[src/tick_timer_pkg.sv]
// Purpose: Constants and types for the clock tick timer block.
// Assumes: Register indices are word indices; byte address is four times the index.
// Notes:   Shared by the timer design and its checks.
`default_nettype none

package tick_timer_pkg;

  // ==========================================================================
  // Bus geometry
  localparam int ADDR_W = 18;
  localparam int IDX_W  = 16;
  localparam int DATA_W = 32;
  localparam int IDX_LO = 2;

  // ==========================================================================
  // Register indices
  localparam logic [IDX_W-1:0] IRQ_PRIORITY_LEVELS_IDX = 16'hFF20;
  localparam logic [IDX_W-1:0] IRQ_ENABLE_BITS_IDX     = 16'hFF22;
  localparam logic [IDX_W-1:0] IRQ_FACTOR_FLAGS_IDX    = 16'hFF26;
  localparam logic [IDX_W-1:0] TICK_TIMER_CONTROL_IDX  = 16'hFF40;
  localparam logic [IDX_W-1:0] TICK_TIMER_COUNT_IDX    = 16'hFF41;
  localparam logic [IDX_W-1:0] EVENT_STATUS_IDX        = 16'hFF50;
  localparam logic [IDX_W-1:0] EVENT_MASK_IDX          = 16'hFF51;

  // ==========================================================================
  // Field positions
  localparam int RUN_BIT    = 0;
  localparam int CLR_BIT    = 1;
  localparam int TAP_1HZ    = 7;
  localparam int TAP_2HZ    = 6;
  localparam int TAP_8HZ    = 4;
  localparam int TAP_32HZ   = 2;
  localparam int EV_TICK    = 0;
  localparam int EV_HALT    = 1;
  localparam int LEVEL_W    = 2;
  localparam int FACTORS    = 4;
  localparam int EVENTS     = 2;
  localparam int COUNT_W    = 8;

  // ==========================================================================
  // Reset values and steps
  localparam logic [COUNT_W-1:0] COUNT_RST  = 8'h00;
  localparam logic [COUNT_W-1:0] COUNT_STEP = 8'h01;
  localparam logic [LEVEL_W-1:0] LEVEL_RST  = 2'h0;
  localparam logic [FACTORS-1:0] FACTOR_RST = 4'h0;
  localparam logic [EVENTS-1:0]  EVENT_RST  = 2'h0;
  localparam logic [DATA_W-1:0]  DATA_ZERO  = 32'h0000_0000;

  // ==========================================================================
  // Types
  typedef struct packed {
    logic               req;
    logic [LEVEL_W-1:0] level;
  } cpu_irq_s;

  typedef struct packed {
    logic               waitreq;
    logic [DATA_W-1:0]  rdata;
    logic [COUNT_W-1:0] count;
    logic               run_req;
    logic               run_act;
    logic               tick_prev;
    logic [LEVEL_W-1:0] prio;
    logic [FACTORS-1:0] en;
    logic [FACTORS-1:0] flag;
    logic [EVENTS-1:0]  ev_sts;
    logic [EVENTS-1:0]  ev_msk;
    logic               ev_irq;
    cpu_irq_s           cpu;
  } state_s;

  localparam state_s STATE_RST = '{
    waitreq:   1'b1,
    rdata:     DATA_ZERO,
    count:     COUNT_RST,
    run_req:   1'b0,
    run_act:   1'b0,
    tick_prev: 1'b0,
    prio:      LEVEL_RST,
    en:        FACTOR_RST,
    flag:      FACTOR_RST,
    ev_sts:    EVENT_RST,
    ev_msk:    EVENT_RST,
    ev_irq:    1'b0,
    cpu:       '{req: 1'b0, level: LEVEL_RST}
  };

endpackage

`default_nettype wire

[src/tick_timer.sv]
// Purpose: Eight-bit clock tick timer with factor flags, CPU request and Avalon-MM slave.
// Assumes: The 256 Hz tick arrives synchronous to core_clk_i; one clock domain.
// Notes:   Every bus access answers with waitrequest low in the second cycle.
//
// The implementer's own choice: the Avalon-MM slave port.
`timescale 1ns/1ps
`default_nettype none

module tick_timer (
  // Clock and reset
  input  wire logic                                 core_clk_i,
  input  wire logic                                 rst_n_i,
  // Avalon-MM slave
  input  wire logic [tick_timer_pkg::ADDR_W-1:0]    avs_address_i,
  input  wire logic                                 avs_read_i,
  input  wire logic                                 avs_write_i,
  input  wire logic [3:0]                           avs_byteenable_i,
  input  wire logic [tick_timer_pkg::DATA_W-1:0]    avs_writedata_i,
  output logic      [tick_timer_pkg::DATA_W-1:0]    avs_readdata_o,
  output logic                                      avs_waitrequest_o,
  // Time base and CPU side
  input  wire logic                                 tick_256hz_i,
  input  wire logic [tick_timer_pkg::LEVEL_W-1:0]   cpu_mask_level_i,
  output logic                                      cpu_irq_req_o,
  output logic      [tick_timer_pkg::LEVEL_W-1:0]   cpu_irq_level_o,
  // Event interrupt
  output logic                                      irq_o
);

  // ==========================================================================
  // State
  tick_timer_pkg::state_s state_reg;
  tick_timer_pkg::state_s state_next;

  logic                                  tick_fall;
  logic                                  wr_commit;
  logic                                  rd_take;
  logic                                  clr_cmd;
  logic                                  step;
  logic [tick_timer_pkg::IDX_W-1:0]      idx;
  logic [tick_timer_pkg::COUNT_W-1:0]    cnt_inc;
  logic [tick_timer_pkg::COUNT_W-1:0]    bit_falls;
  logic [tick_timer_pkg::FACTORS-1:0]    tap_fall;
  logic [tick_timer_pkg::FACTORS-1:0]    flag_clr;
  logic [tick_timer_pkg::EVENTS-1:0]     ev_set;
  logic [tick_timer_pkg::EVENTS-1:0]     ev_clr;
  logic [tick_timer_pkg::DATA_W-1:0]     rd_mux;

  // ==========================================================================
  // Next-state logic
  always_comb begin
    state_next = state_reg;
    idx        = avs_address_i[tick_timer_pkg::ADDR_W-1:tick_timer_pkg::IDX_LO];
    // A write lands only at the edge where the master sees waitrequest low
    wr_commit  = avs_write_i & ~state_reg.waitreq & avs_byteenable_i[0];
    rd_take    = (avs_read_i | avs_write_i) & state_reg.waitreq;
    tick_fall  = state_reg.tick_prev & ~tick_256hz_i;
    state_next.tick_prev = tick_256hz_i;

    clr_cmd = wr_commit && (idx == tick_timer_pkg::TICK_TIMER_CONTROL_IDX)
              && avs_writedata_i[tick_timer_pkg::CLR_BIT];
    step    = tick_fall & state_reg.run_act & ~clr_cmd;
    cnt_inc = state_reg.count + tick_timer_pkg::COUNT_STEP;

    // Clear beats the increment; the run state decides whether counting goes on
    if (clr_cmd) begin
      state_next.count = tick_timer_pkg::COUNT_RST;
    end else if (step) begin
      state_next.count = cnt_inc;
    end

    // Requested run state is adopted only on a tick falling edge
    if (tick_fall) begin
      state_next.run_act = state_reg.run_req;
    end
    if (wr_commit && (idx == tick_timer_pkg::TICK_TIMER_CONTROL_IDX)) begin
      state_next.run_req = avs_writedata_i[tick_timer_pkg::RUN_BIT];
    end

    // Tap falling edges come only from the counter stepping, not from a clear
    bit_falls = step ? (state_reg.count & ~cnt_inc) : tick_timer_pkg::COUNT_RST;
    tap_fall  = {bit_falls[tick_timer_pkg::TAP_32HZ], bit_falls[tick_timer_pkg::TAP_8HZ],
                 bit_falls[tick_timer_pkg::TAP_2HZ], bit_falls[tick_timer_pkg::TAP_1HZ]};

    flag_clr = tick_timer_pkg::FACTOR_RST;
    if (wr_commit && (idx == tick_timer_pkg::IRQ_FACTOR_FLAGS_IDX)) begin
      flag_clr = avs_writedata_i[tick_timer_pkg::FACTORS-1:0];
    end
    // Set wins over clear so an edge in the clearing cycle is not lost
    state_next.flag = (state_reg.flag & ~flag_clr) | tap_fall;

    if (wr_commit && (idx == tick_timer_pkg::IRQ_PRIORITY_LEVELS_IDX)) begin
      state_next.prio = avs_writedata_i[tick_timer_pkg::LEVEL_W-1:0];
    end
    if (wr_commit && (idx == tick_timer_pkg::IRQ_ENABLE_BITS_IDX)) begin
      state_next.en = avs_writedata_i[tick_timer_pkg::FACTORS-1:0];
    end

    // CPU request: pending enabled factor at a level above the CPU mask
    state_next.cpu.req   = (|(state_reg.flag & state_reg.en))
                           && (state_reg.prio > cpu_mask_level_i);
    state_next.cpu.level = state_reg.prio;

    // Event status: any tap edge, and the counter actually halting
    ev_set = '0;
    ev_set[tick_timer_pkg::EV_TICK] = |tap_fall;
    ev_set[tick_timer_pkg::EV_HALT] = tick_fall & state_reg.run_act & ~state_reg.run_req;
    ev_clr = '0;
    if (wr_commit && (idx == tick_timer_pkg::EVENT_STATUS_IDX)) begin
      ev_clr = avs_writedata_i[tick_timer_pkg::EVENTS-1:0];
    end
    state_next.ev_sts = (state_reg.ev_sts & ~ev_clr) | ev_set;
    if (wr_commit && (idx == tick_timer_pkg::EVENT_MASK_IDX)) begin
      state_next.ev_msk = avs_writedata_i[tick_timer_pkg::EVENTS-1:0];
    end
    state_next.ev_irq = |(state_reg.ev_sts & state_reg.ev_msk);

    // Read mux; unmapped addresses and reserved bits read as zero
    rd_mux = tick_timer_pkg::DATA_ZERO;
    case (idx)
      tick_timer_pkg::IRQ_PRIORITY_LEVELS_IDX: begin
        rd_mux[tick_timer_pkg::LEVEL_W-1:0] = state_reg.prio;
      end
      tick_timer_pkg::IRQ_ENABLE_BITS_IDX: begin
        rd_mux[tick_timer_pkg::FACTORS-1:0] = state_reg.en;
      end
      tick_timer_pkg::IRQ_FACTOR_FLAGS_IDX: begin
        rd_mux[tick_timer_pkg::FACTORS-1:0] = state_reg.flag;
      end
      tick_timer_pkg::TICK_TIMER_CONTROL_IDX: begin
        // Shows one from the write of one, and until the halt really happens
        rd_mux[tick_timer_pkg::RUN_BIT] = state_reg.run_req | state_reg.run_act;
      end
      tick_timer_pkg::TICK_TIMER_COUNT_IDX: begin
        rd_mux[tick_timer_pkg::COUNT_W-1:0] = state_reg.count;
      end
      tick_timer_pkg::EVENT_STATUS_IDX: begin
        rd_mux[tick_timer_pkg::EVENTS-1:0] = state_reg.ev_sts;
      end
      tick_timer_pkg::EVENT_MASK_IDX: begin
        rd_mux[tick_timer_pkg::EVENTS-1:0] = state_reg.ev_msk;
      end
      default: begin
        rd_mux = tick_timer_pkg::DATA_ZERO;
      end
    endcase

    // One cycle of wait, then one cycle with waitrequest low and data standing
    if (rd_take) begin
      state_next.waitreq = 1'b0;
      state_next.rdata   = rd_mux;
    end else begin
      state_next.waitreq = 1'b1;
    end
  end

  always_ff @(posedge core_clk_i) begin
    if (!rst_n_i) begin
      state_reg <= tick_timer_pkg::STATE_RST;
    end else begin
      state_reg <= state_next;
    end
  end

  // ==========================================================================
  // Outputs
  assign avs_readdata_o    = state_reg.rdata;
  assign avs_waitrequest_o = state_reg.waitreq;
  assign cpu_irq_req_o     = state_reg.cpu.req;
  assign cpu_irq_level_o   = state_reg.cpu.level;
  assign irq_o             = state_reg.ev_irq;
endmodule

`default_nettype wire

[config.mk]
export PLATFORM = sky130hd
export DESIGN_NAME = tick_timer
export DESIGN_NICKNAME = d
export VERILOG_FILES = /design/src/tick_timer_pkg.sv /design/src/tick_timer.sv
export SDC_FILE = /design/constraint.sdc
export NUM_CORES = 1
export LEC_CHECK = 0
export BUFFER_PORTS_ARGS = -buffer_cell sky130_fd_sc_hd__buf_2
export CORE_MARGIN = 1.5
export CORE_UTILIZATION = 47
export CTS_BUF_LIST = sky130_fd_sc_hd__clkbuf_2 sky130_fd_sc_hd__clkbuf_4 sky130_fd_sc_hd__clkbuf_8
export CTS_CLUSTER_SIZE = 24
export DETAILED_ROUTE_END_ITERATION = 8
export PLACE_DENSITY_LB_ADDON = 0.3
export SLEW_MARGIN = 20
export SYNTH_ARGS = -nofsm -noshare
export SYNTH_HDL_FRONTEND = slang
export SYNTH_SLANG_ARGS = --single-unit
[constraint.sdc]
create_clock -name core_clk_i -period 2.1 [get_ports core_clk_i]
set_input_delay 0.21 -clock core_clk_i [delete_from_list [all_inputs] [get_ports core_clk_i]]
set_output_delay 0.21 -clock core_clk_i [all_outputs]
set_load 0.02 [all_outputs]
==> results.cfg <==
[outcome]
outcome = finished, final reports clean

[placement]
gp_congestion = 0.891
place_ws_ps = 284
portBuffers = 40
post-dp-hpwl_um = 3820
placed_cell_area_sq_mm = 0.00236

[global_route]
grt_pass1_vias = 1765
grt_max_degree = 20
gr-total-overflow = 0
antenna_found_initial = 0
grtUsageTotal_pct = 21.0
grt_pass1_wl_um = 8490

[yosys]
syn_area_sq_mm = 0.00225
yosys.area_share.adder_pct = 3.89
synth_top_family_by_area = simple AND/OR/NAND/NOR gates
netlist-cell-type-count = 59
synth_cells = 259
synth_mux_area_share_pct = 2.45
synth_ff_type = dfxtp_1
ys_seq_area_share_pct = 33.8
yosys_warnings = 0
synth_compound_area_share_pct = 19.9
synth-simple-area-share_pct = 24.8
ys_seq_elements = 38
syn_avg_cell_area_sq_um = 8.69
synth_xor_area_share_pct = 0.778
synth-edff-count = 0
ys_async_sr_fraction_pct = 0

[cts]
cts_setup_buffers = 0
cts_resized = 0
worstSkewPairLatency_ps = 290
tritoncts = yes
htreeDepth = 2
cts_max_path_buffers = 2
cts-buffers-inserted = 5
cts-root-buf = clkbuf_8
clkTransAtPathRegs_ps = 80
holdBufCountCts = 0
cts_sinks = 38

[layout]
final_cell_mix = buf_2 (40), dfxtp_1 (38), conb_1 (24), nand2_1 (22), a21oi_1 (21)
antenna_cells = 0
drive_above_1_share_pct = 23.7
utilization_pct = 54.8
fillers = 452
largest_register_ffs = 23
syn2layout_area_growth_pct = 8.95
final_net_count = 362
design_area_sq_mm = 0.00245
final_common_cell = buf_2

[sta]
slew-limit-headroom_pct = 64.2
tns_ps = 0
clock_skew_ps = 6.68
hold_violations = 0
fin_crit_ps = 1800
finalMaxSlewViolations = 0
rsz0062_at_grt = no
max_freq_mhz = 557
min_period_over_period_pct = 85.5
worst_pin_slew_ps = 533
finalSetupViolations = 0
layout_setup_ws_ps = 305

[setup_path]
startpoint_type = flip-flop
crit_required_ps = 2290
worstPathArrival_ps = 1980
path_max_fanout = 5
crit_path_end_kind = flip-flop
criticalPathCategory = reg -> reg

[job]
max-cap-violations = 0

[route]
top_layer = met4
final_antenna_net_count = 0
wl_met3_um = 310
num_vias = 1963
vias_per_cell = 5.66
route.detailed.drc = 0
drtIter0Drc = 190
wl_met2_um = 2450
m1WireLength_um = 2360
drt_pre_antenna_iters = 4
drt-total-wl_um = 5170
wl_per_cell_um = 14.9

[power_and_ir_drop]
cellPowerDensity_mw_per_mm2 = 581
ir_worst_vdd_mv = 0.322
power_mw = 1.42
p_leak_nw = 1.00

[die]
pin_count = 98
die_h_um = 72.2
die_width_um = 72.2
dieArea_sq_mm = 0.00521
row_count = 24
design.core.area_sq_mm = 0.00447
initial_core_util_pct = 50.3

[hold_path]
hold_class = in -> reg
## report_power, final
group	switching, mW	total (mW)	leakage [nW]	internal (mW)
Clock	0.269	0.533	0.0472	0.264
Sequential	0.00300	0.728	0.307	0.725
Combinational	0.117	0.163	0.647	0.0458
Total	0.390	1.42	1.00	1.03
## cell usage after synthesis, drive strengths merged (3+ instances only)
library cell / n / share of area, %
buf: 38 / 12
dfxtp: 38 / 34
nand2: 22 / 3.7
a21oi: 21 / 4.7
nor2: 13 / 2.2
nand3: 11 / 2.4
inv: 8 / 1.3
nand4: 8 / 2.2
o21ai: 8 / 1.8
ha: 7 / 3.9
nor4: 6 / 3.6
a31o: 5 / 1.9
a31oi: 5 / 1.4
o31ai: 5 / 1.7
a41oi: 4 / 1.6
mux2: 4 / 2.0
nor3: 4 / 1.1
o21a: 4 / 1.3
a22o: 3 / 1.2
and3: 3 / 0.83
and3b: 3 / 1.2
clkbuf: 3 / 0.50
nand2b: 3 / 0.83
or4b: 3 / 1.7
## final cells by class
type	instances	area (sq um)	area share [%]
multi-input cells	195	1260	51.2
flip-flops and latches	38	761	31.0
repair buffers	46	245	10.0
clock buffers	6	82.6	3.37
well taps	52	65.1	2.65
inverters	8	30.0	1.22
clock inverters	2	12.5	0.510
## path summary, 6_finish.rpt
kind	start	to	slack [ps]	cells past startpoint
worst max register to register	state_reg[21]	state_reg[6]	300	7
worst max-delay path	state_reg[21]	state_reg[6]	300	7
worst min-delay path	tick_256hz_i	state_reg[18]	160	2
worst min register to register	avs_readdata_o[5]	avs_readdata_o[5]	450	2
## worst max-delay path, cell delays in order (launching register included)
cell and delay (ps):
dfxtp_1 350, ha_1 220, and3_1 190, and3_1 180
ha_1 210, o41ai_1 260, a31oi_1 80, o21a_1 190
## per-layer routing
layer  GRT usage (%)  vias up
li1                -      974
met1            29.2      916
met2            33.0       67
met3            3.61        6
met4            7.34        0
met5               0        -
## stage by stage
stage | instances | hold slack, ps
after global placement | 339 | 440
after detailed placement | 339 | 444
after global routing | 347 | 177
final | 347 | 157
after CTS | 347 | 152
after floorplan | 282 | 332
## logic make-up (layout without fill, tap and decap cells)
logic type / after synthesis / in the layout
compound gates: 67 / 67
xor+xnor: 2 / 2
fa+ha+maj: 7 / 7
buf+inv: 49 / 62
flops: 38 / 38
mux: 5 / 5
other cells: 1 / 24
simple gates: 90 / 90
Note: power is estimated with default switching activity, not from simulation.
